**src/rtl/serial_status_data_map.vh**
```
// Purpose: register offsets, field positions and constants of the serial transceiver block
// Assumes: Avalon-MM slave with 32-bit data, one register per aligned word
// Notes: included by the transceiver top and its line sampler
//
// Notes on behaviour
// - idle_irq_en gates the idle flag onto the serial interrupt request.
// - tx_on claims the transmit pin and queues an idle preamble; rx_on enables receiver.
// - rx_sleep blocks receive interrupts; hardware clears it on wakeup condition.
// - send_break held sends continuous zeros, each break at least 10 or 11 zeros.
// - clearing send_break finishes the current all-zero frame before idling.
// - a short send_break pulse gives exactly one break, then idle or data.
// - receive flags clear by status read then data low read, only those seen set.
// - tx_buf_empty and tx_done clear by status read then data low write.
// - reset sets tx_buf_empty; set on shift load; unarmed write sends nothing.
// - tx_done is one only when no frame, preamble or break is in progress.
// - rx_buf_full sets when a received character lands in the holding register.
// - idle flag sets after 10 or 11 ones, never while rx_sleep is one.
// - after clearing, idle flag waits for rx_buf_full before setting again.
// - a character completing while rx_buf_full is set is dropped, and sets overrun unless rx_sleep is one.
// - noise flag sets with rx_buf_full on sample disagreement, never on overrun.
// - framing_err sets on a zero in the stop position; clears by the read sequence.
// - parity_err sets on parity mismatch when parity enabled, else stays zero.
// - rx_busy_flag sets at first_sample_tick of start search; clears on idle, false start or end of character.
// - rx_bit_nine is read-only in the upper data register; writes ignored.
// - tx_bit_nine is sent with every nine-bit frame without parity until rewritten.
// - data low read returns receive holding; armed write loads transmit holding.
// - format bit selects eight or nine data bits between start and stop.
// - parity_odd_sel zero means even parity, one means odd, both directions.
// - rx_irq_en requests the interrupt while rx_buf_full or overrun is set.
`ifndef SERIAL_STATUS_DATA_MAP_VH
`define SERIAL_STATUS_DATA_MAP_VH

// word addresses of the registers
`define REG_BAUD 3'h0
`define REG_CTRL_ONE 3'h1
`define REG_CTRL_TWO 3'h2
`define REG_STAT_ONE 3'h3
`define REG_STAT_TWO 3'h4
`define REG_DATA_HIGH 3'h5
`define REG_DATA_LOW 3'h6

// control one fields
`define C1_NINE 4
`define C1_WAKE_ADDR 3
`define C1_IDLE_LONG 2
`define C1_PAR_EN 1
`define C1_PAR_ODD 0

// control two fields
`define C2_TX_IRQ 7
`define C2_TXDONE_IRQ 6
`define C2_RX_IRQ 5
`define C2_IDLE_IRQ 4
`define C2_TX_ON 3
`define C2_RX_ON 2
`define C2_SLEEP 1
`define C2_BREAK 0

// status one fields
`define S1_TX_EMPTY 7
`define S1_TX_DONE 6
`define S1_RX_FULL 5
`define S1_IDLE 4
`define S1_OVERRUN 3
`define S1_NOISE 2
`define S1_FRAMING 1
`define S1_PARITY 0

// data high fields
`define DH_RX_NINE 7
`define DH_TX_NINE 6

// oversampling: ticks per bit and vote sample points
`define OVS_LAST 4'hF
`define OVS_S1 4'h7
`define OVS_S2 4'h8
`define OVS_S3 4'h9
`define BITS_8 4'hA
`define BITS_9 4'hB
`define BAUD_RESET 13'h0001

`endif

```
**src/rtl/serial_status_data.v**
```verilog
// Purpose: asynchronous serial transceiver with status flags and data registers
// Assumes: Avalon-MM slave, one wait state per access; rxd synchronous to i_clock
// Notes: baud divisor counts clocks per oversample tick, sixteen ticks per bit
//
// The register addresses and register access over Avalon-MM were left to the implementer.
`timescale 1ns/10ps
`default_nettype none
`include "serial_status_data_map.vh"
module serial_status_data #(
    parameter BAUD_W = 13
) (
    input wire i_clock,
    input wire i_rstn,
    input wire [2:0] i_address,
    input wire i_read,
    input wire i_write,
    input wire [31:0] i_writedata,
    input wire [3:0] i_byteenable,
    output reg [31:0] o_readdata,
    output wire o_waitrequest,
    input wire i_rxd,
    output reg o_txd,
    output wire o_txd_oe,
    output wire o_irq
);
    // ------------------------------------------------------------
    // registers and bus handshake
    // ------------------------------------------------------------
    reg [BAUD_W-1:0] baud_ff;
    reg [4:0] ctrl1_ff;
    reg [7:0] ctrl2_ff;
    reg ack_ff;
    reg tx_empty_ff, tx_done_ff, rx_full_ff, idle_ff, over_ff, noise_ff, fe_ff, pe_ff;
    reg busy_ff;
    reg [7:0] seen_ff;
    reg tx_armed_ff;
    reg tx_nine_ff, rx_nine_ff;
    reg [7:0] rx_hold_ff, tx_hold_ff;
    reg tx_pending_ff;
    wire [7:0] stat1 = {tx_empty_ff, tx_done_ff, rx_full_ff, idle_ff,
                        over_ff, noise_ff, fe_ff, pe_ff};
    wire acc = (i_read | i_write) & !ack_ff;
    wire do_rd = i_read & ack_ff;
    wire do_wr = i_write & ack_ff & i_byteenable[0];
    wire rd_stat = do_rd && (i_address == `REG_STAT_ONE);
    wire rd_data = do_rd && (i_address == `REG_DATA_LOW);
    wire wr_data = do_wr && (i_address == `REG_DATA_LOW);
    wire nine = ctrl1_ff[`C1_NINE];
    wire tx_on = ctrl2_ff[`C2_TX_ON];
    wire rx_on = ctrl2_ff[`C2_RX_ON];
    wire rx_sleep = ctrl2_ff[`C2_SLEEP];
    wire send_break = ctrl2_ff[`C2_BREAK];
    wire par_en = ctrl1_ff[`C1_PAR_EN];
    wire parity_odd_sel = ctrl1_ff[`C1_PAR_ODD];
    assign o_waitrequest = (i_read | i_write) & !ack_ff;
    always @(posedge i_clock or negedge i_rstn) begin
        if (!i_rstn)
            ack_ff <= 1'b0;
        else
            ack_ff <= acc;
    end

    // ------------------------------------------------------------
    // oversample tick divider
    // ------------------------------------------------------------
    reg [BAUD_W-1:0] div_ff;
    reg tick;
    always @(posedge i_clock or negedge i_rstn) begin
        if (!i_rstn) begin
            div_ff <= {BAUD_W{1'b0}};
            tick <= 1'b0;
        end else begin
            tick <= 1'b0;
            if (!(tx_on | rx_on) || baud_ff == {BAUD_W{1'b0}}) begin
                div_ff <= {BAUD_W{1'b0}};
            end else if (div_ff >= baud_ff - 1'b1) begin
                div_ff <= {BAUD_W{1'b0}};
                tick <= 1'b1;
            end else begin
                div_ff <= div_ff + 1'b1;
            end
        end
    end

    // ------------------------------------------------------------
    // transmitter
    // ------------------------------------------------------------
    localparam TX_IDLE = 2'h0;
    localparam TX_DATA = 2'h1;
    localparam TX_PRE = 2'h2;
    localparam TX_BRK = 2'h3;
    reg [1:0] tx_st_ff;
    reg [3:0] tx_ph_ff;
    reg [3:0] tx_bit_ff;
    reg [10:0] tx_sh_ff;
    reg tx_on_d_ff;
    reg pre_q_ff;
    wire [3:0] frame_len = nine ? `BITS_9 : `BITS_8;
    wire tx_par = (nine ? ^tx_hold_ff : ^tx_hold_ff[6:0]) ^ parity_odd_sel;
    // with parity the last data position carries the parity bit
    wire b7 = (par_en & !nine) ? tx_par : tx_hold_ff[7];
    wire b8 = par_en ? tx_par : tx_nine_ff;
    wire bit_end = tick && (tx_ph_ff == `OVS_LAST);
    wire frame_end = bit_end && (tx_bit_ff == frame_len - 4'h1);
    always @(posedge i_clock or negedge i_rstn) begin
        if (!i_rstn) begin
            tx_st_ff <= TX_IDLE;
            tx_ph_ff <= 4'h0;
            tx_bit_ff <= 4'h0;
            tx_sh_ff <= 11'h7FF;
            o_txd <= 1'b1;
            tx_on_d_ff <= 1'b0;
            pre_q_ff <= 1'b0;
            tx_pending_ff <= 1'b0;
        end else begin
            tx_on_d_ff <= tx_on;
            if (tx_on & !tx_on_d_ff)
                pre_q_ff <= 1'b1;
            if (wr_data & tx_armed_ff)
                tx_pending_ff <= 1'b1;
            if (!tx_on) begin
                tx_st_ff <= TX_IDLE;
                o_txd <= 1'b1;
            end else if (tx_st_ff == TX_IDLE) begin
                tx_ph_ff <= 4'h0;
                tx_bit_ff <= 4'h0;
                if (send_break) begin
                    tx_st_ff <= TX_BRK;
                    o_txd <= 1'b0;
                end else if (pre_q_ff) begin
                    pre_q_ff <= 1'b0;
                    tx_st_ff <= TX_PRE;
                    o_txd <= 1'b1;
                end else if (tx_pending_ff) begin
                    tx_pending_ff <= 1'b0;
                    tx_sh_ff <= {1'b1, b8, b7, tx_hold_ff[6:0], 1'b0};
                    tx_st_ff <= TX_DATA;
                    o_txd <= 1'b0;
                end else begin
                    o_txd <= 1'b1;
                end
            end else if (tick) begin
                tx_ph_ff <= tx_ph_ff + 4'h1;
                if (bit_end) begin
                    tx_bit_ff <= tx_bit_ff + 4'h1;
                    if (tx_st_ff == TX_DATA)
                        tx_sh_ff <= {1'b1, tx_sh_ff[10:1]};
                end
                if (frame_end && tx_st_ff == TX_BRK && send_break) begin
                    // held break restarts the zero run with no high gap
                    tx_bit_ff <= 4'h0;
                end else if (frame_end) begin
                    tx_st_ff <= TX_IDLE;
                    o_txd <= 1'b1;
                end else if (bit_end) begin
                    case (tx_st_ff)
                        TX_DATA: o_txd <= (nine || tx_bit_ff != 4'h8) ? tx_sh_ff[1] : 1'b1;
                        TX_BRK: o_txd <= 1'b0;
                        default: o_txd <= 1'b1;
                    endcase
                end
            end
        end
    end
    assign o_txd_oe = tx_on;

    // ------------------------------------------------------------
    // receiver
    // ------------------------------------------------------------
    reg [3:0] rx_ph_ff;
    reg [3:0] rx_bit_ff;
    reg [8:0] rx_sh_ff;
    reg rx_noise_ff;
    reg [3:0] ones_ff;
    reg idle_ok_ff;
    reg in_frame_ff;
    wire v_bit, v_noise;
    line_voter u_voter (
        .i_clock(i_clock),
        .i_rstn(i_rstn),
        .i_tick(tick),
        .i_phase(rx_ph_ff),
        .i_rxd(i_rxd),
        .o_bit(v_bit),
        .o_noise(v_noise)
    );
    // voter outputs settle one clock after the vote tick
    reg vote_ff;
    always @(posedge i_clock or negedge i_rstn) begin
        if (!i_rstn)
            vote_ff <= 1'b0;
        else
            vote_ff <= tick && (rx_ph_ff == `OVS_S3) && in_frame_ff;
    end
    wire rx_done = vote_ff && (rx_bit_ff == frame_len - 4'h1);
    wire [7:0] rx_byte = nine ? rx_sh_ff[7:0] : rx_sh_ff[8:1];
    wire rx_par_bit = nine ? rx_sh_ff[8] : rx_sh_ff[8];
    wire [7:0] par_src = nine ? rx_sh_ff[7:0] : {1'b0, rx_sh_ff[7:1]};
    wire par_bad = par_en && (((^par_src) ^ parity_odd_sel) != rx_par_bit);
    wire line_one = tick && (rx_ph_ff == `OVS_LAST) && !in_frame_ff && i_rxd;
    wire wake_hit = rx_done && ctrl1_ff[`C1_WAKE_ADDR] && rx_sh_ff[8];
    wire idle_hit = line_one && (ones_ff == frame_len - 4'h1);
    always @(posedge i_clock or negedge i_rstn) begin
        if (!i_rstn) begin
            rx_ph_ff <= 4'h0;
            rx_bit_ff <= 4'h0;
            rx_sh_ff <= 9'h000;
            rx_noise_ff <= 1'b0;
            ones_ff <= 4'h0;
            in_frame_ff <= 1'b0;
            busy_ff <= 1'b0;
        end else if (!rx_on) begin
            in_frame_ff <= 1'b0;
            busy_ff <= 1'b0;
            rx_ph_ff <= 4'h0;
            ones_ff <= 4'h0;
        end else begin
            if (tick)
                rx_ph_ff <= rx_ph_ff + 4'h1;
            if (!in_frame_ff && tick) begin
                if (!i_rxd && !busy_ff) begin
                    busy_ff <= 1'b1;
                    rx_ph_ff <= 4'h1;
                    ones_ff <= 4'h0;
                end else if (busy_ff && rx_ph_ff == `OVS_S1) begin
                    in_frame_ff <= 1'b1;
                    rx_bit_ff <= 4'h0;
                    rx_noise_ff <= 1'b0;
                end else if (line_one) begin
                    if (ones_ff != `BITS_9)
                        ones_ff <= ones_ff + 4'h1;
                    if (idle_hit)
                        busy_ff <= 1'b0;
                end
            end
            if (vote_ff) begin
                rx_noise_ff <= rx_noise_ff | v_noise;
                if (rx_bit_ff == 4'h0 && v_bit) begin
                    in_frame_ff <= 1'b0;
                    busy_ff <= 1'b0;
                end else begin
                    rx_bit_ff <= rx_bit_ff + 4'h1;
                    if (rx_bit_ff != 4'h0 && rx_bit_ff != frame_len - 4'h1)
                        rx_sh_ff <= {v_bit, rx_sh_ff[8:1]};
                end
                if (rx_done) begin
                    in_frame_ff <= 1'b0;
                    busy_ff <= 1'b0;
                    ones_ff <= v_bit ? 4'h1 : 4'h0;
                end
            end
        end
    end
    // idle search is re-armed by a new received character
    always @(posedge i_clock or negedge i_rstn) begin
        if (!i_rstn)
            idle_ok_ff <= 1'b0;
        else if (idle_ff & !(rd_data & seen_ff[`S1_IDLE]))
            idle_ok_ff <= 1'b0;
        else if (rx_done & !rx_full_ff & !over_ff)
            idle_ok_ff <= 1'b1;
    end

    // ------------------------------------------------------------
    // status flags and clearing sequences
    // ------------------------------------------------------------
    wire clr_rx = rd_data;
    wire clr_tx = wr_data & tx_armed_ff;
    wire load_rx = rx_done & !rx_full_ff & !over_ff & !(rx_sleep & !wake_hit);
    wire tx_loading = tx_on && tx_st_ff == TX_IDLE && !send_break && !pre_q_ff && tx_pending_ff;
    always @(posedge i_clock or negedge i_rstn) begin
        if (!i_rstn) begin
            tx_empty_ff <= 1'b1;
            tx_done_ff <= 1'b1;
            rx_full_ff <= 1'b0;
            idle_ff <= 1'b0;
            over_ff <= 1'b0;
            noise_ff <= 1'b0;
            fe_ff <= 1'b0;
            pe_ff <= 1'b0;
            seen_ff <= 8'h00;
            tx_armed_ff <= 1'b0;
            rx_hold_ff <= 8'h00;
            rx_nine_ff <= 1'b0;
        end else begin
            if (rd_stat) begin
                seen_ff <= o_readdata[7:0];
                tx_armed_ff <= o_readdata[`S1_TX_EMPTY] | o_readdata[`S1_TX_DONE];
            end else if (clr_rx | wr_data) begin
                tx_armed_ff <= wr_data ? 1'b0 : tx_armed_ff;
            end
            if (clr_tx) begin
                tx_empty_ff <= tx_empty_ff & !seen_ff[`S1_TX_EMPTY];
            end
            if (tx_loading)
                tx_empty_ff <= 1'b1;
            tx_done_ff <= (tx_st_ff == TX_IDLE && !tx_pending_ff && !pre_q_ff) &&
                          !(clr_tx && seen_ff[`S1_TX_DONE]);
            if (clr_rx) begin
                rx_full_ff <= rx_full_ff & !seen_ff[`S1_RX_FULL];
                idle_ff <= idle_ff & !seen_ff[`S1_IDLE];
                over_ff <= over_ff & !seen_ff[`S1_OVERRUN];
                noise_ff <= noise_ff & !seen_ff[`S1_NOISE];
                fe_ff <= fe_ff & !seen_ff[`S1_FRAMING];
                pe_ff <= pe_ff & !seen_ff[`S1_PARITY];
                seen_ff <= 8'h00;
            end
            if (load_rx) begin
                rx_full_ff <= 1'b1;
                rx_hold_ff <= rx_byte;
                rx_nine_ff <= nine & rx_sh_ff[8];
                noise_ff <= rx_noise_ff | v_noise;
                fe_ff <= !v_bit;
                pe_ff <= par_bad;
            end
            if (rx_done & (rx_full_ff | over_ff) & !rx_sleep)
                over_ff <= 1'b1;
            if (idle_hit & idle_ok_ff & !rx_sleep)
                idle_ff <= 1'b1;
        end
    end

    // ------------------------------------------------------------
    // register writes
    // ------------------------------------------------------------
    wire wake_idle = idle_hit & !ctrl1_ff[`C1_WAKE_ADDR];
    always @(posedge i_clock or negedge i_rstn) begin
        if (!i_rstn) begin
            baud_ff <= `BAUD_RESET;
            ctrl1_ff <= 5'h00;
            ctrl2_ff <= 8'h00;
            tx_nine_ff <= 1'b0;
            tx_hold_ff <= 8'h00;
        end else begin
            if (do_wr) begin
                case (i_address)
                    `REG_BAUD: baud_ff <= i_writedata[BAUD_W-1:0];
                    `REG_CTRL_ONE: ctrl1_ff <= i_writedata[4:0];
                    `REG_CTRL_TWO: ctrl2_ff <= i_writedata[7:0];
                    `REG_DATA_HIGH: tx_nine_ff <= i_writedata[`DH_TX_NINE];
                    `REG_DATA_LOW: if (tx_armed_ff) tx_hold_ff <= i_writedata[7:0];
                    default: ;
                endcase
            end
            if (rx_sleep & (wake_idle | wake_hit))
                ctrl2_ff[`C2_SLEEP] <= 1'b0;
        end
    end

    // ------------------------------------------------------------
    // read data and interrupt
    // ------------------------------------------------------------
    always @(posedge i_clock or negedge i_rstn) begin
        if (!i_rstn) begin
            o_readdata <= 32'h00000000;
        end else if (acc & i_read) begin
            case (i_address)
                `REG_BAUD: o_readdata <= {{(32-BAUD_W){1'b0}}, baud_ff};
                `REG_CTRL_ONE: o_readdata <= {27'h0000000, ctrl1_ff};
                `REG_CTRL_TWO: o_readdata <= {24'h000000, ctrl2_ff};
                `REG_STAT_ONE: o_readdata <= {24'h000000, stat1};
                `REG_STAT_TWO: o_readdata <= {31'h00000000, busy_ff};
                `REG_DATA_HIGH: o_readdata <= {24'h000000, rx_nine_ff, tx_nine_ff, 6'h00};
                `REG_DATA_LOW: o_readdata <= {24'h000000, rx_hold_ff};
                default: o_readdata <= 32'h00000000;
            endcase
        end
    end
    assign o_irq = (ctrl2_ff[`C2_TX_IRQ] & tx_empty_ff) |
                   (ctrl2_ff[`C2_TXDONE_IRQ] & tx_done_ff) |
                   (ctrl2_ff[`C2_RX_IRQ] & !rx_sleep & (rx_full_ff | over_ff)) |
                   (ctrl2_ff[`C2_IDLE_IRQ] & idle_ff);
endmodule // serial_status_data
`default_nettype wire

```
**src/rtl/line_voter.v**
```verilog
// Purpose: three-sample majority vote of the receive line within one bit time
// Assumes: i_rxd synchronous to i_clock; i_tick is the oversample enable
// Notes: o_noise flags any disagreement among the three samples
`timescale 1ns/10ps
`default_nettype none
`include "serial_status_data_map.vh"
module line_voter (
    input wire i_clock,
    input wire i_rstn,
    input wire i_tick,
    input wire [3:0] i_phase,
    input wire i_rxd,
    output reg o_bit,
    output reg o_noise
);
    reg s1_ff;
    reg s2_ff;
    always @(posedge i_clock or negedge i_rstn) begin
        if (!i_rstn) begin
            s1_ff <= 1'b1;
            s2_ff <= 1'b1;
            o_bit <= 1'b1;
            o_noise <= 1'b0;
        end else if (i_tick) begin
            if (i_phase == `OVS_S1)
                s1_ff <= i_rxd;
            if (i_phase == `OVS_S2)
                s2_ff <= i_rxd;
            if (i_phase == `OVS_S3) begin
                o_bit <= (s1_ff & s2_ff) | (s1_ff & i_rxd) | (s2_ff & i_rxd);
                o_noise <= !((s1_ff == s2_ff) && (s2_ff == i_rxd));
            end
        end
    end
endmodule // line_voter
`default_nettype wire

```
**config.mk**
```make
export PLATFORM = sky130hd
export DESIGN_NAME = serial_status_data
export DESIGN_NICKNAME = d
export VERILOG_FILES = /design/src/rtl/serial_status_data.v /design/src/rtl/line_voter.v
export VERILOG_INCLUDE_DIRS = /design/src /design/src/rtl
export SDC_FILE = /design/constraint.sdc
export NUM_CORES = 1
export LEC_CHECK = 0
export BUFFER_PORTS_ARGS = -buffer_cell sky130_fd_sc_hd__buf_4
export CORE_ASPECT_RATIO = 0.75
export CORE_MARGIN = 2
export CORE_UTILIZATION = 55
export DETAILED_ROUTE_END_ITERATION = 12
export GPL_TIMING_DRIVEN = 0
export PLACE_DENSITY = 0.83
export SETUP_SLACK_MARGIN = 0.4
export SYNTH_ARGS = -nofsm -noshare
export SYNTH_HDL_FRONTEND = slang
export SYNTH_SLANG_ARGS = --single-unit
```
**constraint.sdc**
```tcl
create_clock -name i_clock -period 3.2 [get_ports i_clock]
set_input_delay 0.16 -clock i_clock [delete_from_list [all_inputs] [get_ports i_clock]]
set_output_delay 0.16 -clock i_clock [all_outputs]
set_load 0.01 [all_outputs]
```
==> results by group, run 1 <==
Outcome
  – Status: finished clean

Clocking
  – H-tree Lvls: 4
  – Longest Clk Path Bufs: 2
  – CTS tree: built
  – Root Driver: clkbuf_16
  – Cts bufs inserted: 17
  – Clock transition at path regs: 0.06 ns
  – Clk Latency, worst-skew pair: 0.41 ns
  – Clock Sink Count: 142

Die
  – Full die area: 14500 sq um
  – Site Rows: 36
  – Starting Density: 57.0%
  – Die height: 105 um
  – Die Wd: 139 um
  – Core ar.: 13100 sq um
  – I/O Pins: 80

GRT
  – First-pass GRT wire length: 30100 um
  – Gr ovfl total: 0
  – Vias in the first global route: 5917
  – GRT Total Usage: 26.1%
  – Largest net degree at the start of global routing: 106
  – Initial antenna violation count: 0
  – Grt met3 use: 7.79%
  – Gr busiest metal: met2
  – Grt met2 use: 40.2%
  – Met1 usage: 35.9%

Synthesis
  – #FFs+latches synth: 142
  – Mean Syn Cell Area: 10.3 sq um
  – Sequential share of the synthesized area: 47.8%
  – Dominant synthesized flop cell: dfrtp_1
  – Synth Instances: 723
  – Post-synth ARST share: 100%
  – Mapped cell area: 7470 sq um
  – Share of the synthesized area in the top cell type: 42.2%
  – YS warnings: 0
  – Top cells by area, synth: dfrtp_1 42%, mux2_2 6.8%, dfstp_2 5.6%
  – Cell taking the most area after synthesis: dfrtp_1
  – Top-count cell post-synth: dfrtp_1
  – EDFF count, synth: 0
  – Yosys cell types: 60
  – Commonest cells in the netlist: 126 x dfrtp_1, 76 x nand2_1, 73 x nor2_1

Placed design
  – GP Congestion: 0.893
  – Detail Placement HPWL: 12600 um
  – PortBufs: 36

Route
  – DRT antenna net count: 0
  – 1st-iter DRT viols: 698
  – DR pass1 iterations: 7
  – Vias: 5903
  – Post-Route WL: 18700 um
  – Drt drc: 0
  – Via/cell ratio: 5.90
  – Wirelength per Cell: 18.7 um

Power
  – Sequential power share: 41.0%
  – Peak supply drop: 0.000411 V
  – Combinational group share of total power: 22.0%
  – Tot Pwr: 0.00570 W
  – Switching Fraction: 29.5%
  – P_int: 0.00401 W
  – Cell Pwr Density: 633 nW/um^2
  – Leakage: 4.05 nW
  – Clock power frac: 37.0%
  – P_sw: 0.00168 W

Worst setup path
  – CP startpoint kind: register
  – CP Class: reg -> reg
  – CP endpoint kind: register
  – Worst-path maximum fanout: 3
  – Data required time of the critical path: 3.54 ns
  – Worst R2R Path Depth: 13
  – Worst setup path startpoint: baud_ff[2]
  – Worst r2r src: baud_ff[2]
  – Endpoint arrival time on the critical path: 3.40 ns

STA
  – Slew Viols, Final: 0
  – Max frequency: 327 MHz
  – Final Cycle Share: 95.5%
  – Final setup vio count: 0
  – Final clock skew: 0.00780 ns
  – Minimum clock period: 3.05 ns
  – Tightest Pin Transition: 0.877 ns
  – Final Hold Vio Count: 0
  – Slew headroom: 41.5%
  – Unrepaired setup endpoints after global routing: true
  – Setup TNS: 0 ns

Worst hold path
  – Worst hold stages: 2
  – Hold path start: i_writedata[5]
  – Worst Hold Class: in -> reg

Cells and area
  – Area grow syn2layout: 20.3%
  – Share of cells above drive strength 1: 24.8%
  – FILL cells: 940
  – Layout Nets: 887
  – # diodes: 0

Flow run
  – MaxCap Viol Count: 0
-- cell families (layout without fill, tap and decap cells) --
kind of cell	after synthesis	in the layout	synth area share [%]
AO/OA/AOI/OAI	138	138	12.4
XOR/XNOR	47	47	5.69
adder cells (fa/ha/maj)	26	26	4.35
buffers and inverters	67	156	4.72
flip-flops	142	142	47.8
multiplexers	66	66	10.3
other	1	19	0.0502
AND/OR/NAND/NOR	236	236	14.7
-- layout make-up --
| class | instances | area [sq um] | share of cell area (%) |
|---|---|---|---|
| buffer | 45 | 274 | 3.05 |
| clock buffer | 22 | 474 | 5.27 |
| inverter | 22 | 82.6 | 0.918 |
| multi-input combinational | 532 | 3730 | 41.5 |
| sequential | 142 | 3580 | 39.8 |
| clock inverter | 10 | 161 | 1.79 |
| timing repair buffer | 57 | 477 | 5.30 |
| tap | 171 | 214 | 2.38 |
-- critical path: stages (launching register included) --
cell	delay (ns)
dfrtp_2	0.43
nor4_4	0.29
nand2_1	0.12
or3_4	0.38
buf_6	0.15
nor2_4	0.10
xnor2_2	0.07
ha_1	0.34
nand4_1	0.13
nor2_2	0.07
a221o_1	0.31
nand4b_1	0.28
buf_4	0.23
nor2_1	0.09
-- timing repair --
item	in CTS	in global routing
setup endpoints to repair	13	14
pin swaps	8	6
buffers inserted	11	1
hold endpoints to repair	44	0
hold buffers	7	0
cloned	1	0
gates resized for setup	10	24
-- placed cells by master, fill, tap and decap left out, types with 7 or more instances in the layout --
cell and instances:
o21ai_0 38, mux2i_1 17, xnor2_1 26, inv_1 22
buf_6 7, nor2b_1 14, and3_1 8, dfrtp_1 122
nand4_1 7, clkbuf_16 17, nor2_4 7, nor3_1 8
nor2_1 60, a31oi_1 12, a21oi_1 29, dlygate4sd3_1 7
clkbuf_1 19, xor2_1 19, a21oi_2 7, nand2_1 76
conb_1 19, mux2_2 45, buf_4 65, ha_1 25
dfstp_2 16, a22o_1 13, nand3_1 23
-- layer usage --
layer  share of wire (%)  up-vias  wire [um]
met3                 8.4       41       1570
met2                  46      263       8600
met5                   0        -          0
met1                  44     2897       8160
li1                    -     2702          -
met4                 1.9        0        356
-- flip-flops by register name (all words and copies together), names as in the netlist, 8 cells and up --
name        flops
tx_hold_ff      8
ctrl2_ff        8
div_ff         13
baud_ff        13
rx_sh_ff        9
tx_sh_ff        9
rx_hold_ff      8
seen_ff         8
o_readdata     13
-- power by group through the flow --
stage	Sequential, W	Clock (W)	Combinational, W
4_1_cts	0.00232	0.00213	0.00118
6_report	0.00233	0.00211	0.00125
5_1_grt	0.00236	0.00222	0.00137
3_3_place_gp	0.00233	0	0.00102
3_5_place_dp	0.00234	0	0.00107
2_1_floorplan	0.00227	0	0.000766
-- stage by stage --
step | hold slack [ns] | std cells | utilization [%] | setup WS (ns) | area [sq um]
2_1_floorplan | -0.136 | 741 | - | 0.431 | 7560
3_3_place_gp | 0.396 | 948 | 61.3 | 0.189 | 8040
3_5_place_dp | 0.0910 | 949 | 61.6 | 0.0887 | 8070
4_1_cts | 0.00834 | 1000 | 67.9 | 0.191 | 8900
5_1_grt | 0.00976 | 1001 | 68.6 | 0.0368 | 8990
6_report | 0.0206 | 1001 | 68.6 | 0.145 | 8990
-- path summary, 6_finish.rpt --
kind | to | slack, ns
worst max-delay path | div_ff[3] | 0.15
worst min-delay path | tx_hold_ff[5] | 0.02
worst max register to register | div_ff[3] | 0.15
worst min register to register | tx_done_ff | 0.47
max in group asynchronous | baud_ff[4] | 2.15
min in group asynchronous | rx_ph_ff[3] | 0.21
Power figures use the tool's default switching activity.
==> run 2, diff against run 1 <==
Settings changed: PLACE_DENSITY 0.83 to 0.76.
==> run 2 against run 1 <==
Highest routed layer unchanged. Routed wire length shrank 4.5%. Via count is 1.9% lower. The run now ends with negative hold slack left. Count of clock-buffer cells in the layout up 3. Critical path type unchanged. Design area decreased by 1.8%. Register-to-register slack better by 0.18 ns. First-iteration DRC count shrank 36%.
==> results by group, run 2 (same netlist as run 1, synthesis figures left out) <==
Flow run
  – MaxCap Viol Count: 0

Cells and area
  – Area grow syn2layout: 18.1%
  – Layout Nets: 882
  – Post-Layout Inst Area: 8830 sq um
  – Most common cell after layout, fill and taps aside: dfrtp_1
  – # diodes: 0
  – Top Registers: baud_ff: 13 flops, div_ff: 13 flops, o_readdata: 13 flops
  – Most frequent cells in the layout: 122 x dfrtp_1, 76 x nand2_1, 71 x nor2_1
  – FILL cells: 966
  – Share of cells above drive strength 1: 22.4%

STA
  – Final clock skew: 0.00885 ns
  – Setup TNS: 0 ns
  – Slew Viols, Final: 0
  – Slew headroom: 41.4%
  – Final setup vio count: 0
  – Final Cycle Share: 89.8%
  – Unrepaired setup endpoints after global routing: true
  – Max frequency: 348 MHz
  – Hold Slack: -0.00762 ns
  – Tightest Pin Transition: 0.880 ns
  – Minimum clock period: 2.87 ns
  – Final Hold Vio Count: 1

Worst setup path
  – Worst R2R Path Depth: 12
  – CP Class: reg -> reg
  – CP max stage delay: 0.42 ns
  – Buf+Inv Stages, Crit Path: 1
  – FF-to-FF End: div_ff[3]
  – Worst-path maximum fanout: 4
  – CP endpoint kind: register
  – Cell family with most CP delay: simple AND/OR/NAND/NOR gates
  – Setup crit end: div_ff[3]
  – Worst setup path startpoint: baud_ff[3]
  – CP startpoint kind: register
  – Critical path's slowest cell: dfrtp_2
  – Critical path depth: 12
  – Reg2reg setup slack: 0.33 ns
  – Crit-path cells: nor4_4 -> nand2_1 -> or3_4 -> nor4_4 -> xnor2_1 -> ha_1 -> nand4_1 -> nor2_1 -> a221o_1 -> nand4b_1 -> buf_4 -> nor2_1
  – Data required time of the critical path: 3.55 ns
  – Endpoint arrival time on the critical path: 3.22 ns
  – Worst r2r src: baud_ff[3]

Die
  – Starting Density: 57.0%
  – Core ar.: 13100 sq um
  – Die height: 105 um
  – Site Rows: 36
  – Full die area: 14500 sq um
  – I/O Pins: 80
  – Die Wd: 139 um

Placed design
  – Detail Placement HPWL: 12600 um
  – GP Congestion: 0.857
  – PortBufs: 36
  – Area post-placement: 8070 sq um

Outcome
  – Failing checks: negative hold slack
  – Status: complete, but fails checks

Clocking
  – Cts bufs inserted: 17
  – CTS tree: built
  – Clock transition at path regs: 0.06 ns
  – Root Driver: clkbuf_16
  – Longest Clk Path Bufs: 2
  – Clock Sink Count: 142
  – H-tree Lvls: 4
  – Clk Latency, worst-skew pair: 0.43 ns

Route
  – Post-Route WL: 17800 um
  – Via/cell ratio: 5.81
  – Drt drc: 0
  – DRT antenna net count: 0
  – Vias: 5789
  – 1st-iter DRT viols: 445
  – Wirelength per Cell: 17.9 um
  – DR pass1 iterations: 6

Power
  – Switching Fraction: 29.8%
  – Combinational group share of total power: 21.7%
  – P_sw: 0.00163 W
  – Peak supply drop: 0.000425 V
  – Leakage: 4.01 nW
  – Clock power frac: 35.8%
  – P_int: 0.00384 W
  – Sequential power share: 42.4%
  – Cell Pwr Density: 619 nW/um^2

GRT
  – GRT Total Usage: 25.9%
  – First-pass GRT wire length: 29400 um
  – Initial antenna violation count: 0
  – Gr ovfl total: 0
  – Largest net degree at the start of global routing: 84
  – Vias in the first global route: 5740

Worst hold path
  – Worst Hold Class: in -> reg
  – Hold path start: i_writedata[1]
[run 2: metrics by stage]
step | power, W | utilization [%] | setup WS, ns | cells
after floorplan | 0.00303 | - | 0.431 | 741
after global placement | 0.00335 | 61.3 | 0.178 | 948
after detailed placement | 0.00341 | 61.6 | 0.115 | 949
after CTS | 0.00543 | 67.1 | 0.379 | 994
after global routing | 0.00571 | 67.4 | 0.164 | 996
final | 0.00546 | 67.4 | 0.328 | 996
[run 2: power by group through the flow]
stage               sequential (W)  clock (W)  combinational [W]
finish                     0.00232    0.00196            0.00119
global route               0.00235    0.00205            0.00131
CTS                        0.00231    0.00197            0.00115
detailed placement         0.00234          0            0.00107
global placement           0.00233          0            0.00102
floorplan                  0.00227          0           0.000766
[run 2: worst min-delay path by stage]
stage / endpoint / slack, ns / depth (start not counted)
after floorplan: ack_ff / -0.14 / 0
after global placement: baud_ff[10] / 0.40 / 2
after detailed placement: rx_ph_ff[1] / 0.17 / 1
after CTS: baud_ff[5] / 0.0002 / 2
after global routing: tx_hold_ff[5] / 0.0008 / 2
final: baud_ff[1] / -0.008 / 3
[run 2: worst register-to-register path, cell delays in order, from the launching register on]
cell      delay (ns)
dfrtp_2         0.42
nor4_4          0.29
nand2_1         0.11
or3_4           0.37
nor4_4          0.16
xnor2_1         0.11
ha_1            0.32
nand4_1         0.10
nor2_1          0.06
a221o_1         0.32
nand4b_1        0.24
buf_4           0.20
nor2_1          0.11
[run 2: per-layer routing]
layer  track usage, %  routed length, um  share of wire (%)  up-vias
met5                0                  0                  0        -
met4             9.40                354                2.0        0
met3             6.51               1350                7.6       32
met2             39.7               7950                 45      216
met1             35.9               8180                 46     2853
li1                 -                  -                  -     2688
[run 2: what timing repair did]
action                                  CTS  global route
hold buffers                              7             0
pin swaps                                 1             4
endpoints found under the setup margin   13            13
resized for setup                         8             4
buffers inserted                          6             2
hold endpoints to repair                 60             0
[run 2: final cells by class]
class / instances / area (sq um) / share of cell area (%)
Multi-Input combinational cell: 532 / 3670 / 41.5
Sequential cell: 142 / 3580 / 40.5
Clock buffer: 25 / 495 / 5.61
Timing Repair Buffer: 52 / 432 / 4.89
Buffer: 45 / 274 / 3.10
Tap cell: 171 / 214 / 2.42
Clock inverter: 7 / 87.6 / 0.992
Inverter: 22 / 82.6 / 0.935
==> run 3, diff against run 2 <==
Clock period 3.2 ns to 3.55 ns, I/O delays scaled along.
==> run 3 against run 2 <==
The run now ends clean. First-iteration DRC count shrank 8.5%. Non-clock buffer count down 7. Worst setup slack gained 0.23 ns. Routed wire length rose by 0.42%. Cell count decreased by 0.60%. Total power decreased by 8.0%. Utilization fell by 0.28 points. Highest routed layer unchanged.
==> results by group, run 3 (same netlist as run 1, synthesis figures left out) <==
Worst setup path
  – Data required time of the critical path: 3.90 ns
  – Most frequent CP cell: nor2_1
  – Critical path's slowest cell: dfrtp_2
  – CP startpoint kind: register
  – FF-to-FF End: div_ff[6]
  – Worst R2R Path Depth: 13
  – Reg2reg setup slack: 0.55 ns
  – Crit-path cells: inv_1 -> ha_1 -> inv_1 -> or3_1 -> nor2_1 -> xnor2_1 -> ha_1 -> nand4_1 -> nor2_1 -> a221o_1 -> nand4b_1 -> buf_4 -> nor2_1
  – CP Class: reg -> reg
  – Worst r2r src: baud_ff[1]
  – CP max stage delay: 0.47 ns
  – Endpoint arrival time on the critical path: 3.35 ns
  – Worst-path maximum fanout: 10
  – CP endpoint kind: register

Worst hold path
  – Worst Hold Class: in -> reg
  – Hold Path End: baud_ff[0]
  – Worst hold stages: 3
  – Hold path start: i_writedata[0]

GRT
  – GRT Total Usage: 25.6%
  – Initial antenna violation count: 0
  – Vias in the first global route: 5650
  – Gr ovfl total: 0
  – First-pass GRT wire length: 29200 um
  – Largest net degree at the start of global routing: 86

Flow run
  – MaxCap Viol Count: 0

Clocking
  – Clk Latency, worst-skew pair: 0.43 ns
  – Longest Clk Path Bufs: 2
  – Cts bufs inserted: 17
  – H-tree Lvls: 4
  – Clock transition at path regs: 0.06 ns
  – Root Driver: clkbuf_16
  – Clock Sink Count: 142
  – CTS tree: built

Placed design
  – Placed cell count: 949
  – Detail Placement HPWL: 12800 um
  – Worst slack at placement: 0.313 ns
  – GP Congestion: 0.858
  – PortBufs: 36

Die
  – Die height: 105 um
  – Site Rows: 36
  – Die Wd: 139 um
  – I/O Pins: 80
  – Core ar.: 13100 sq um
  – Full die area: 14500 sq um
  – Starting Density: 57.0%

Power
  – Switching Fraction: 29.1%
  – Peak supply drop: 0.000391 V
  – P_sw: 0.00146 W
  – Leakage: 4.00 nW
  – Tot Pwr: 0.00502 W
  – Clock power frac: 38.1%
  – P_int: 0.00356 W
  – Sequential power share: 41.9%
  – Combinational group share of total power: 20.0%
  – Cell Pwr Density: 571 nW/um^2

Route
  – Wirelength per Cell: 18.1 um
  – DR pass1 iterations: 5
  – Vias: 5816
  – Via/cell ratio: 5.87
  – 1st-iter DRT viols: 407
  – Drt drc: 0
  – DRT antenna net count: 0
  – Post-Route WL: 17900 um

STA
  – Slew headroom: 40.9%
  – Unrepaired setup endpoints after global routing: true
  – Minimum clock period: 3.00 ns
  – Final setup vio count: 0
  – Slew Viols, Final: 0
  – Final WS setup: 0.555 ns
  – Setup TNS: 0 ns
  – Max frequency: 334 MHz
  – Final Hold Vio Count: 0
  – Tightest Pin Transition: 0.887 ns
  – Final Cycle Share: 84.4%
  – Final clock skew: 0.00571 ns

Outcome
  – Status: finished clean

Cells and area
  – Final Non-Filler Cells: 990
  – Top Registers: baud_ff: 13 flops, div_ff: 13 flops, o_readdata: 13 flops
  – FILL cells: 1026
  – Layout Nets: 875
  – Share of cells above drive strength 1: 21.5%
  – Most common cell after layout, fill and taps aside: dfrtp_1
  – Most frequent cells in the layout: 124 x dfrtp_1, 76 x nand2_1, 73 x nor2_1
  – Area grow syn2layout: 17.7%
run 3: cell count changes in the layout (fill, tap and decap cells not counted), moves of 2 or more:
cell / change
clkbuf_8: -4
buf_4: -5
dfrtp_2: -2
clkbuf_1: -2
dfrtp_1: +2
nor2_1: +2
clkinv_2: +2
bufinv_16: +3
run 3: worst max path at each step:
stage | start | endpoint | cells past startpoint
2_1_floorplan | baud_ff[5] | div_ff[10] | 12
3_3_place_gp | baud_ff[5] | div_ff[4] | 12
3_5_place_dp | baud_ff[3] | div_ff[6] | 12
4_1_cts | baud_ff[5] | div_ff[7] | 12
5_1_grt | baud_ff[0] | div_ff[6] | 13
6_report | baud_ff[1] | div_ff[6] | 13
run 3: layout make-up:
type	count	area, sq um	area share [%]
Timing Repair Buffer	45	377	4.28
Inverter	22	82.6	0.939
Tap cell	171	214	2.43
Antenna cell	1	2.50	0.0285
Sequential cell	142	3580	40.7
Buffer	45	270	3.07
Clock inverter	13	195	2.22
Multi-Input combinational cell	532	3640	41.4
Clock buffer	19	433	4.92
run 3: worst max-delay path, delay by kind of cell (launching register included):
| kind | cells | cell delay [ns] |
|---|---|---|
| AOI/OAI and AO/OA | 1 | 0.30 |
| adders and majority gates | 2 | 0.52 |
| DFF | 1 | 0.47 |
| xor gates and xnor gates | 1 | 0.14 |
| buffers and inverters | 3 | 0.41 |
| and+or+nand+nor | 6 | 1.08 |
run 3: power by group through the flow:
| stage | clock network [W] | logic, W | registers [W] |
|---|---|---|---|
| after floorplan | 0 | 0.000686 | 0.00204 |
| after global placement | 0 | 0.000912 | 0.00210 |
| after detailed placement | 0 | 0.000959 | 0.00211 |
| after CTS | 0.00193 | 0.000977 | 0.00209 |
| after global routing | 0.00201 | 0.00112 | 0.00213 |
| final | 0.00191 | 0.00100 | 0.00211 |
run 3: per-layer routing:
metal	up-vias	track usage [%]	routed length [um]
met5	-	0	0
met4	0	8.45	286
met3	29	9.03	1600
met2	239	37.8	7980
met1	2870	35.6	8040
li1	2678	-	-
run 3: metrics by stage:
step | hold slack [ns] | cell area (sq um) | utilization (%)
2_1_floorplan | -0.118 | 7540 | -
6_report | 0.00817 | 8790 | 67.1
3_3_place_gp | 0.414 | 8030 | 61.2
4_1_cts | 0.00416 | 8760 | 66.8
3_5_place_dp | 0.189 | 8060 | 61.5
5_1_grt | 0.0135 | 8790 | 67.1
run 3: what timing repair did:
| action | CTS | global route |
|---|---|---|
| hold buffers | 6 | 0 |
| gates resized for setup | 2 | 4 |
| cloned | 0 | 0 |
| pin swaps | 0 | 1 |
| buffers inserted | 0 | 2 |
| endpoints found under the setup margin | 10 | 13 |
| endpoints found under the hold margin | 57 | 0 |
